`src/rtl/fsls_pkg.sv`:
```
package fsls_pkg;

   ////////////////////////////////////////////////////////////////////////////
   // timing
   localparam int unsigned CLK_MHZ          = 125;
   localparam int unsigned FRAME_US         = 125;
   localparam int unsigned FRAME_CYCLES_DEF = FRAME_US * CLK_MHZ;

   ////////////////////////////////////////////////////////////////////////////
   // register offsets
   localparam logic [7:0] ADDR_STATUS    = 8'h08;
   localparam logic [7:0] ADDR_FIFO_EN   = 8'h09;
   localparam logic [7:0] ADDR_SUBCH     = 8'h0A;
   localparam logic [7:0] ADDR_FIRST     = 8'h0B;
   localparam logic [7:0] ADDR_CHAN      = 8'h0C;
   localparam logic [7:0] ADDR_MODE      = 8'h0D;
   localparam logic [7:0] ADDR_NEXT      = 8'h0E;
   localparam logic [7:0] ADDR_INDEX     = 8'h0F;
   localparam logic [7:0] ADDR_FIFO_SEL  = 8'h10;
   localparam logic [7:0] ADDR_CH_MASK   = 8'h11;
   localparam logic [7:0] ADDR_FRAME_CNT = 8'h12;

   ////////////////////////////////////////////////////////////////////////////
   // field layout
   localparam logic [1:0] MODE_SEQ    = 2'h3;
   localparam int         MODE_HI     = 1;
   localparam int         FLD_DIR     = 0;
   localparam int         FLD_NUM_HI  = 4;
   localparam int         FLD_CH_HI   = 5;
   localparam int         FLD_IDX_HI  = 4;
   localparam int         FLD_EN_HI   = 2;
   localparam int         SEQ_END_BIT = 7;
   localparam int         ST_WALK     = 0;
   localparam int         ST_SEQ      = 1;
   localparam int         ST_OVR      = 2;
   localparam int         ST_IDX_LO   = 3;
   localparam int         ST_IDX_HI   = 7;

   ////////////////////////////////////////////////////////////////////////////
   // sizes and reset values
   localparam int         LIST_LEN   = 32;
   localparam logic [4:0] LAST_IDX   = 5'h1F;
   localparam logic [4:0] FIRST_IDX  = 5'h00;
   localparam logic [7:0] RST_BYTE   = 8'h00;
   localparam int         BUF_DEPTH  = 8;

   typedef enum logic [0:0] {
      FSLS_IDLE = 1'b0,
      FSLS_WALK = 1'b1
   } fsls_walk_t;

   typedef struct packed {
      logic [7:0] addr;
      logic [7:0] wdata;
      logic       wr;
      logic       rd;
   } fsls_reg_req_t;

   typedef struct packed {
      logic       fifo_dir;
      logic [3:0] fifo_num;
      logic       ch_dir;
      logic [4:0] ch_num;
      logic [4:0] list_idx;
   } fsls_slot_t;

   localparam int SLOT_W = $bits(fsls_slot_t);

endpackage

```
`src/rtl/fsls_fifo.sv`:
```
module fsls_fifo #(
   parameter int WIDTH = 16,
   parameter int DEPTH = 8
) (
   input  wire logic             clk_in,
   input  wire logic             reset_in,
   input  wire logic             clk_en_in,
   input  wire logic             in_valid_in,
   input  wire logic [WIDTH-1:0] in_data_in,
   output logic                  in_ready_out,
   output logic                  out_valid_out,
   output logic      [WIDTH-1:0] out_data_out,
   input  wire logic             out_ready_in
);
   localparam int AW = $clog2(DEPTH);
   localparam logic [AW:0] CNT_FULL = (AW+1)'(DEPTH);

   typedef struct packed {
      logic [DEPTH-1:0][WIDTH-1:0] mem;
      logic [AW-1:0]               wr_ptr;
      logic [AW-1:0]               rd_ptr;
      logic [AW:0]                 count;
      logic                        out_valid;
      logic [WIDTH-1:0]            out_data;
   } fsls_fifo_state_t;

   fsls_fifo_state_t s_q;
   fsls_fifo_state_t s_d;
   logic             push;
   logic             load;

   ////////////////////////////////////////////////////////////////////////////
   // memory plus an output register that is refilled while drained
   always_comb
   begin
      s_d  = s_q;
      push = in_valid_in && (s_q.count != CNT_FULL);
      load = (s_q.count != '0) && (!s_q.out_valid || out_ready_in);
      if (push)
      begin
         s_d.mem[s_q.wr_ptr] = in_data_in;
         s_d.wr_ptr          = s_q.wr_ptr + 1'b1;
      end
      if (load)
      begin
         s_d.out_data  = s_q.mem[s_q.rd_ptr];
         s_d.out_valid = 1'b1;
         s_d.rd_ptr    = s_q.rd_ptr + 1'b1;
      end
      else if (out_ready_in)
      begin
         s_d.out_valid = 1'b0;
      end
      s_d.count = s_q.count + {{AW{1'b0}}, push} - {{AW{1'b0}}, load};
   end

   always_ff @(posedge clk_in)
   begin
      if (reset_in)
         s_q <= '0;
      else if (clk_en_in)
         s_q <= s_d;
   end

   assign in_ready_out  = (s_q.count != CNT_FULL);
   assign out_valid_out = s_q.out_valid;
   assign out_data_out  = s_q.out_data;

endmodule

```
`src/rtl/fsls_frame_timer.sv`:
```
module fsls_frame_timer #(
   parameter int unsigned PERIOD = 15625
) (
   input  wire logic clk_in,
   input  wire logic reset_in,
   input  wire logic clk_en_in,
   output logic      tick_out
);
   localparam int CW = $clog2(PERIOD + 1);
   localparam logic [CW-1:0] CNT_LAST = CW'(PERIOD - 1);

   typedef struct packed {
      logic [CW-1:0] cnt;
      logic          tick;
   } fsls_timer_state_t;

   fsls_timer_state_t s_q;
   fsls_timer_state_t s_d;

   ////////////////////////////////////////////////////////////////////////////
   // one pulse per frame period
   always_comb
   begin
      s_d      = s_q;
      s_d.tick = 1'b0;
      if (s_q.cnt == CNT_LAST)
      begin
         s_d.cnt  = '0;
         s_d.tick = 1'b1;
      end
      else
      begin
         s_d.cnt = s_q.cnt + 1'b1;
      end
   end

   always_ff @(posedge clk_in)
   begin
      if (reset_in)
         s_q <= '0;
      else if (clk_en_in)
         s_q <= s_d;
   end

   assign tick_out = s_q.tick;

endmodule

```
`src/rtl/fsls_scheduler.sv`:
```
// How it works
// flow mode field value 11 in the mode register selects sequence mode.
// in sequence mode a write to 0x0F loads the list index, not FIFO select.
// the list holds 32 entries, each a FIFO with its connected channel.
// end-of-sequence bit 1 stops the walk; 0 continues with the next entry.
// index 0 uses the first-FIFO register; later ones the previous next-FIFO field.
// the whole list is walked once per 125 us frame, ascending from index 0.
// a transmit FIFO listed repeatedly sends one byte per entry in list order.
// a receive FIFO listed repeatedly collects bytes in list order.
// n entries with distinct channels give n times 8 kbyte/s.
// the list index field accepts 0 to 31 and selects the addressed entry.
// channel, next-FIFO and subchannel arrays follow the list index in sequence mode.
// software loads FIFO select with the channel before using the channel mask.
// software writes the index, the entry fields, then the FIFO arrays.
// software enables each participating FIFO with a nonzero enable field.
// a list with each FIFO and channel once moves data like channel select mode.
// in channel select mode each used channel needs an enabled FIFO.
// in channel select mode each used PCM slot needs its own channel.
// without an end bit the walk stops after index 31 and restarts next frame.
//
// The plain strobed port is this design's own decision.
module fsls_scheduler #(
   parameter int unsigned FRAME_CYCLES = fsls_pkg::FRAME_CYCLES_DEF
) (
   input  wire logic                   sys_clk_in,
   input  wire logic                   reset_in,
   input  wire logic                   clk_en_in,
   input  wire fsls_pkg::fsls_reg_req_t reg_req_in,
   output logic [7:0]                  reg_rdata_out,
   output logic                        slot_valid_out,
   output fsls_pkg::fsls_slot_t        slot_out,
   input  wire logic                   slot_ready_in,
   output logic                        frame_start_out,
   output logic                        seq_mode_out
);
   import fsls_pkg::*;

   typedef struct packed {
      logic [MODE_HI:0]                 mode;
      logic [FLD_IDX_HI:0]              list_idx;
      logic [FLD_NUM_HI:0]              fifo_sel;
      logic [7:0]                       first_fifo;
      logic [LIST_LEN-1:0][7:0]         chan;
      logic [LIST_LEN-1:0][7:0]         next;
      logic [LIST_LEN-1:0][7:0]         subch;
      logic [LIST_LEN-1:0][FLD_EN_HI:0] fifo_en;
      logic [LIST_LEN-1:0][7:0]         ch_mask;
      fsls_walk_t                       walk;
      logic [FLD_IDX_HI:0]              idx;
      logic [FLD_NUM_HI:0]              cur_fifo;
      logic                             overrun;
      logic [7:0]                       frame_cnt;
      logic [7:0]                       rdata;
      logic                             frame;
      logic                             seq;
   } fsls_top_state_t;

   fsls_top_state_t     s_q;
   fsls_top_state_t     s_d;
   logic                seq_mode;
   logic [FLD_IDX_HI:0] arr_idx;
   logic [FLD_NUM_HI:0] fid;
   logic                last_entry;
   logic                tick;
   logic                buf_ready;
   logic                push_valid;
   fsls_slot_t          push_slot;

   ////////////////////////////////////////////////////////////////////////////
   // frame pacing
   fsls_frame_timer #(
      .PERIOD (FRAME_CYCLES)
   ) u_timer (
      .clk_in    (sys_clk_in),
      .reset_in  (reset_in),
      .clk_en_in (clk_en_in),
      .tick_out  (tick)
   );

   ////////////////////////////////////////////////////////////////////////////
   // slot buffer toward the channel assigner
   fsls_fifo #(
      .WIDTH (SLOT_W),
      .DEPTH (BUF_DEPTH)
   ) u_buf (
      .clk_in        (sys_clk_in),
      .reset_in      (reset_in),
      .clk_en_in     (clk_en_in),
      .in_valid_in   (push_valid),
      .in_data_in    (push_slot),
      .in_ready_out  (buf_ready),
      .out_valid_out (slot_valid_out),
      .out_data_out  (slot_out),
      .out_ready_in  (slot_ready_in)
   );

   ////////////////////////////////////////////////////////////////////////////
   // next state
   always_comb
   begin
      s_d        = s_q;
      seq_mode   = (s_q.mode == MODE_SEQ);
      // entry arrays follow the list index only in sequence mode
      arr_idx    = seq_mode ? s_q.list_idx : s_q.fifo_sel;
      // in sequence mode the FIFO comes from the list, otherwise from the index
      fid        = seq_mode ? s_q.cur_fifo : s_q.idx;
      last_entry = 1'b0;
      push_valid = 1'b0;
      push_slot  = '0;
      s_d.frame  = tick;
      s_d.seq    = seq_mode;
      s_d.rdata  = RST_BYTE;

      /////////////////////////////////////////////////////////////////////////
      // register writes
      if (reg_req_in.wr)
      begin
         case (reg_req_in.addr)
            ADDR_MODE:
               s_d.mode = reg_req_in.wdata[MODE_HI:0];
            ADDR_INDEX:
            begin
               if (seq_mode)
                  s_d.list_idx = reg_req_in.wdata[FLD_IDX_HI:0];
               else
                  s_d.fifo_sel = reg_req_in.wdata[FLD_NUM_HI:0];
            end
            ADDR_FIFO_SEL:
               s_d.fifo_sel = reg_req_in.wdata[FLD_NUM_HI:0];
            ADDR_FIRST:
               s_d.first_fifo = reg_req_in.wdata;
            ADDR_CHAN:
               s_d.chan[arr_idx] = reg_req_in.wdata;
            ADDR_NEXT:
               s_d.next[arr_idx] = reg_req_in.wdata;
            ADDR_SUBCH:
               s_d.subch[arr_idx] = reg_req_in.wdata;
            ADDR_FIFO_EN:
               s_d.fifo_en[s_q.fifo_sel] = reg_req_in.wdata[FLD_EN_HI:0];
            ADDR_CH_MASK:
               s_d.ch_mask[s_q.fifo_sel] = reg_req_in.wdata;
            default:
               s_d.mode = s_q.mode;
         endcase
      end

      /////////////////////////////////////////////////////////////////////////
      // register reads, data valid in the following cycle only
      if (reg_req_in.rd)
      begin
         case (reg_req_in.addr)
            ADDR_MODE:
               s_d.rdata = {{(7-MODE_HI){1'b0}}, s_q.mode};
            ADDR_FIFO_SEL:
               s_d.rdata = {{(7-FLD_NUM_HI){1'b0}}, s_q.fifo_sel};
            ADDR_FIRST:
               s_d.rdata = s_q.first_fifo;
            ADDR_CHAN:
               s_d.rdata = s_q.chan[arr_idx];
            ADDR_NEXT:
               s_d.rdata = s_q.next[arr_idx];
            ADDR_SUBCH:
               s_d.rdata = s_q.subch[arr_idx];
            ADDR_FIFO_EN:
               s_d.rdata = {{(7-FLD_EN_HI){1'b0}}, s_q.fifo_en[s_q.fifo_sel]};
            ADDR_CH_MASK:
               s_d.rdata = s_q.ch_mask[s_q.fifo_sel];
            ADDR_FRAME_CNT:
               s_d.rdata = s_q.frame_cnt;
            ADDR_STATUS:
            begin
               s_d.rdata[ST_WALK]             = (s_q.walk == FSLS_WALK);
               s_d.rdata[ST_SEQ]              = seq_mode;
               s_d.rdata[ST_OVR]              = s_q.overrun;
               s_d.rdata[ST_IDX_HI:ST_IDX_LO] = s_q.idx;
               // reading status clears the overrun flag
               s_d.overrun                    = 1'b0;
            end
            default:
               s_d.rdata = RST_BYTE;
         endcase
      end

      /////////////////////////////////////////////////////////////////////////
      // list walk
      case (s_q.walk)
         FSLS_IDLE:
         begin
            if (tick)
            begin
               s_d.walk      = FSLS_WALK;
               s_d.idx       = FIRST_IDX;
               s_d.cur_fifo  = s_q.first_fifo[FLD_NUM_HI:FLD_DIR];
               s_d.frame_cnt = s_q.frame_cnt + 1'b1;
            end
         end
         FSLS_WALK:
         begin
            // a new frame before the walk ended is flagged, set wins over clear
            if (tick)
               s_d.overrun = 1'b1;
            // a full buffer stalls the walk so no slot is dropped
            if (buf_ready)
            begin
               // disabled FIFOs keep their list place but move nothing
               push_valid         = (s_q.fifo_en[fid] != '0);
               push_slot.fifo_dir = fid[FLD_DIR];
               push_slot.fifo_num = fid[FLD_NUM_HI:FLD_DIR+1];
               push_slot.ch_dir   = s_q.chan[s_q.idx][FLD_DIR];
               push_slot.ch_num   = s_q.chan[s_q.idx][FLD_CH_HI:FLD_DIR+1];
               push_slot.list_idx = s_q.idx;
               last_entry = (s_q.idx == LAST_IDX)
                            || (seq_mode && s_q.next[s_q.idx][SEQ_END_BIT]);
               if (last_entry)
               begin
                  s_d.walk = FSLS_IDLE;
               end
               else
               begin
                  s_d.idx      = s_q.idx + 1'b1;
                  s_d.cur_fifo = s_q.next[s_q.idx][FLD_NUM_HI:FLD_DIR];
               end
            end
         end
         default:
            s_d.walk = FSLS_IDLE;
      endcase
   end

   ////////////////////////////////////////////////////////////////////////////
   // state register
   always_ff @(posedge sys_clk_in)
   begin
      if (reset_in)
         s_q <= '0;
      else if (clk_en_in)
         s_q <= s_d;
   end

   assign reg_rdata_out   = s_q.rdata;
   assign frame_start_out = s_q.frame;
   assign seq_mode_out    = s_q.seq;

endmodule

```
`config.mk`:
```
export PLATFORM = sky130hd
export DESIGN_NAME = fsls_scheduler
export DESIGN_NICKNAME = d
export VERILOG_FILES = /design/src/rtl/fsls_pkg.sv /design/src/rtl/fsls_fifo.sv /design/src/rtl/fsls_frame_timer.sv /design/src/rtl/fsls_scheduler.sv
export SDC_FILE = /design/constraint.sdc
export NUM_CORES = 2
export LEC_CHECK = 0
export BUFFER_PORTS_ARGS = -buffer_cell sky130_fd_sc_hd__buf_2
export CAP_MARGIN = 10
export CORE_UTILIZATION = 60
export CTS_CLUSTER_DIAMETER = 80
export DETAILED_ROUTE_END_ITERATION = 12
export GPL_ROUTABILITY_DRIVEN = 0
export PLACE_DENSITY_LB_ADDON = 0.15
export RECOVER_POWER = 50
export SETUP_SLACK_MARGIN = 0.05
export SYNTH_ARGS = -nofsm -noshare
export SYNTH_HDL_FRONTEND = slang
export SYNTH_HIERARCHICAL = 1
export SYNTH_SLANG_ARGS = --single-unit
```
`constraint.sdc`:
```
create_clock -name sys_clk_in -period 11.1 [get_ports sys_clk_in]
set_input_delay 0.555 -clock sys_clk_in [delete_from_list [all_inputs] [get_ports sys_clk_in]]
set_output_delay 0.555 -clock sys_clk_in [all_outputs]
set_load 0.005 [all_outputs]
```
-- Word level (Yosys, flattened, before mapping)
Index checks and enable logic that the tools add are counted.
- register bits: 1340
- bits in latches: 0
- memory bits (writable): 0
- bits in read-only memories: 0
- output and inout bits: 27
- memories: 0
- add/subtract/negate cells: 7
- multiply operators: 0
- divide/modulo/power cells: 0
- magnitude comparators: 9
- equal/unequal tests: 19
- shift operators: 0
- mux-type cells: 55
- bitwise logic cells: 1
- reductions and logical operators: 27
- operator list (operator ; number):
    $bwmux 256 ; 4
    $bmux 8 s5 ; 6
    $bwmux 128 ; 1
    $bwmux 96 ; 1
    $demux 8 s5 ; 2
    $pmux 8 s10 ; 1
    $eq 8x4->1 const B ; 8
    $mux 16 ; 4
    $mux 8 ; 8
    $bmux 16 s3 ; 1
    $demux 16 s3 ; 1
    $bmux 3 s5 ; 2
    $eq 8x5->1 const B ; 3
    $lt 5x6->1 const B ; 4
    $reduce_and 3->1 ; 8
    $mux 11 ; 2
    $pmux 11 s2 ; 1
    $demux 3 s5 ; 1
    $mux 5 ; 3
    $add 14x1->14 const B ; 1
    $eq 14x14->1 const B ; 1
    $mux 14 ; 1
    $reduce_and 4->1 ; 3
    $ge 5x1->1 const B ; 2
    other kinds (25) ; 49

-- Depth between registers and ports, before layout
- word-level depth: 10
- gate-level depth with buffers: 18

-- Hierarchy
The synthesis kept the hierarchy.
- by module, submodules not included (module ; times used ; cells an instance ; area each (um^2) ; sequential area each (um^2)):
    fsls_scheduler ; 1 ; 6393 ; 56359.1 ; 23422.5
    fsls_fifo ; 1 ; 786 ; 6647.6 ; 3103.0
    fsls_frame_timer ; 1 ; 79 ; 743.2 ; 300.3

-- Worst setup path before layout
OpenSTA, ideal clock, no wires.
- path kind: register -> register
- start point: register s_q[1169] (netlist name)
- end point: register u_buf/s_q[19] (netlist name)
- library setup time: 0.128 ns
- data arrival time: 3.814 ns
- setup slack: 7.159 ns
- stages on the path, launching flop included: 19
- cells stage by stage: dfxtp_1 > buf_2 > buf_4 > nand2_1 > mux2i_1 > buf_2 > mux2i_1 > mux2i_1 > mux2i_1 > mux2i_1 > a211oi_1 > nand2_1 > xor2_1 > ha_1 > inv_1 > fa_1 > xnor2_1 > mux2i_1 > nor2_1
- RTL lines (item ; RTL line ; text):
    end signal, assigned ; fsls_fifo.sv:60 ; s_q <= '0;
    end signal, assigned ; fsls_fifo.sv:62 ; s_q <= s_d;
    end, declared ; fsls_fifo.sv:27 ; fsls_fifo_state_t s_q;

==> reports/metrics.yaml <==
outcome:
  outcome: "finished, violations left"
  violations: "capacitance limit, slew limit"
global_routing:
  overflow: 0
  grt_first_pass_wirelength_um: 322000
  grt_pass1_vias: 51700
  grt_usage_pct: 38.5
  grt_max_degree: 184
  antenna_found_initial: 9
synth:
  synth_top_area_cell: "dfxtp_1"
  synth_top_flop_cell: "dfxtp_1"
  syn-num-nets: 7294
  synth.top_cell.area_share_pct: 42.1
  ys_seq_area_share_pct: 42.1
  synth_common_cells: "dfxtp_1, nand2_1, mux2i_1, nor2_1, a21oi_1"
  synth_cells: 7258
  async_flop_share_pct: 0
  synthMostInstantiatedCell: "dfxtp_1"
  syn_area_sq_um: 63700
  avgSynthCellArea_sq_um: 8.78
  synth_cell_types: 89
  synth_edf_count: 0
  synthTopCellsByArea: "dfxtp_1, mux2i_1, mux4_2"
  synth_warnings: 6
  ys_seq_elements: 1340
sta:
  setup_violations: 0
  hold_viol: 0
  worstMarginPinSlew_ns: 4.77
  layout_min_cycle_time_ns: 7.93
  finalSetupTns_ns: 0
  fmax_ghz: 0.126
  finalMaxSlewViolations: 1085
  skew_ns: 0.0296
  worst_hold_slack_ns: 0.105
  min_period_over_period_pct: 71.5
  relSlewSlack_pct: -218
  rsz0062_at_grt: "false"
pwr:
  power.density_nw_per_um2: 150
  total_power_mw: 10.3
  ir_worst_vdd_mv: 0.179
  p_leak_nw: 24.7
final_layout:
  nets: 6910
  synthToLayoutAreaGrowth_pct: 7.83
  drive_gt1_share_pct: 10.3
  nFillCells: 8631
  finish.utilization_pct: 65.3
critical_path:
  cp_max_fo: 183
  rr_startpoint: "s_q[1168]$_SDFFE_PP0P_"
  required_ns: 11.73
  end_kind: "flop"
  arrival_ns: 8.57
  setup.worst_path.start_class: "input port"
  crit_type: "in -> reg"
  r2r_cells: 8
  setup.worst_path.end: "s_q[488]$_SDFFE_PP0P_"
  setup.worst_path.start: "reset_in"
  timing.rr.end: "s_q[650]$_SDFFE_PP0P_"
  rrSetupSlack_ns: 3.40
clock_tree:
  cts_tree: "built"
  cts_root_buf: "clkbuf_16"
  htree_levels: 4
  cts_buffers: 143
  cts_setup_buffers: 0
  clk_latency_ns: 0.78
  cts.sinks: 1340
  post_cts_resize_count: 0
  hold_buffers: 0
  clk_pin_slew_ns: 0.06
  clockBufferDepth: 3
detailed_routing:
  drc: 0
  dr_total_vias: 56400
  routed_wl_um: 213000
  via_per_inst: 6.73
  final_antenna_net_count: 0
  drt_pre_antenna_iters: 7
  post_drt_wl_per_cell_um: 25.3
  first_iter_violations: 8350
floorplanning:
  core_area_sq_um: 105000
  die_w_um: 328
  die_y_um: 328
  rows: 119
  ios: 49
  initial_utilization_pct: 60.6
  dieArea_sq_um: 108000
placed_design:
  io_buffers: 48
  dp_hpwl_um: 129000
hold_path:
  hp-class: "in -> reg"
run:
  cap_violations: 15
-- worst max-delay path, stage by stage --
cell      delay, ns
clkbuf_1       2.94
buf_12         0.62
clkbuf_1       3.09
buf_4          0.92
nor2_1         0.12
-- registers in the layout, summed over array words and instances, names as in the netlist --
signal / flops
s_q: 1160
u_buf/s_q: 138
u_buf/out_data_out: 16
u_timer/s_q: 14
reg_rdata_out: 8
frame_start_out: 1
seq_mode_out: 1
u_buf/out_valid_out: 1
u_timer/tick_out: 1
-- layer usage --
metal	wire, um	GRT usage, %
met1	85500	53.7
met2	90600	55.7
met5	67	0
met3	25600	9.87
met4	10700	17.7
-- per-stage QoR --
stage               setup slack, ns  instance area [sq um]  instances
finish                         3.17                  68700       8384
global route                   2.75                  68700       8379
CTS                            5.18                  68900       8378
detailed placement             5.20                  64000       8119
global placement               5.51                  64000       8119
floorplan                      7.16                  63700       7258
-- layout by cell type (no fill, tap or decap), types with 50 or more instances in the layout --
master,synthesis,routed
nand2_1,1184,1182
and3_1,106,106
nor3_1,73,69
mux2i_1,807,806
a21oi_1,687,687
a22oi_1,56,56
clkbuf_1,478,50
buf_4,43,107
dfxtp_1,1340,1334
o21ai_0,312,312
a211oi_1,82,82
nand3_1,358,356
a31oi_1,74,74
mux4_2,238,238
nor2_1,797,790
clkbuf_16,0,152
-- final cells by class --
type | count | area [sq um] | area share [%]
Antenna cell | 5 | 12.5 | 0.0182
Clock inverter | 46 | 473 | 0.688
Inverter | 15 | 56.3 | 0.0819
Timing Repair Buffer | 167 | 1150 | 1.67
Sequential cell | 1340 | 26800 | 39.0
Multi-Input combinational cell | 5207 | 34100 | 49.6
Tap cell | 1391 | 1740 | 2.53
Clock buffer | 213 | 4400 | 6.40
-- cells by family (layout without fill, tap and decap cells) --
| family | Yosys count | after routing | synth area share, % |
|---|---|---|---|
| xor gates and xnor gates | 26 | 26 | 0.357 |
| DFF | 1340 | 1340 | 42.1 |
| and+or+nand+nor | 2706 | 2706 | 18.6 |
| muxes | 1052 | 1052 | 21.2 |
| adders and majority gates | 14 | 14 | 0.287 |
| other | 0 | 5 | 0 |
| AOI/OAI and AO/OA | 1409 | 1409 | 12.7 |
| buffers and inverters | 711 | 441 | 4.71 |
-- where the power goes --
group	switching (mW)	internal, mW	total [mW]	leakage, nW
registers	0.0220	4.84	4.86	10.8
logic	0.348	0.134	0.482	11.5
clock network	2.01	2.93	4.94	2.42
total	2.38	7.90	10.3	24.7
-- worst min-delay path by stage --
stage,slack (ns),to,from,depth (start not counted)
floorplan,0.43,s_q[1060]$_SDFFE_PP0P_,s_q[1060]$_SDFFE_PP0P_,2
global placement,0.44,u_buf/s_q[33]$_SDFFE_PP0P_,u_buf/s_q[33]$_SDFFE_PP0P_,2
detailed placement,0.44,s_q[594]$_SDFFE_PP0P_,s_q[594]$_SDFFE_PP0P_,2
CTS,0.08,u_buf/out_valid_out$_SDFFE_PP0P_,slot_ready_in,4
global route,0.12,u_buf/out_valid_out$_SDFFE_PP0P_,slot_ready_in,4
finish,0.11,u_buf/out_valid_out$_SDFFE_PP0P_,slot_ready_in,4
Power figures use the tool's default switching activity.
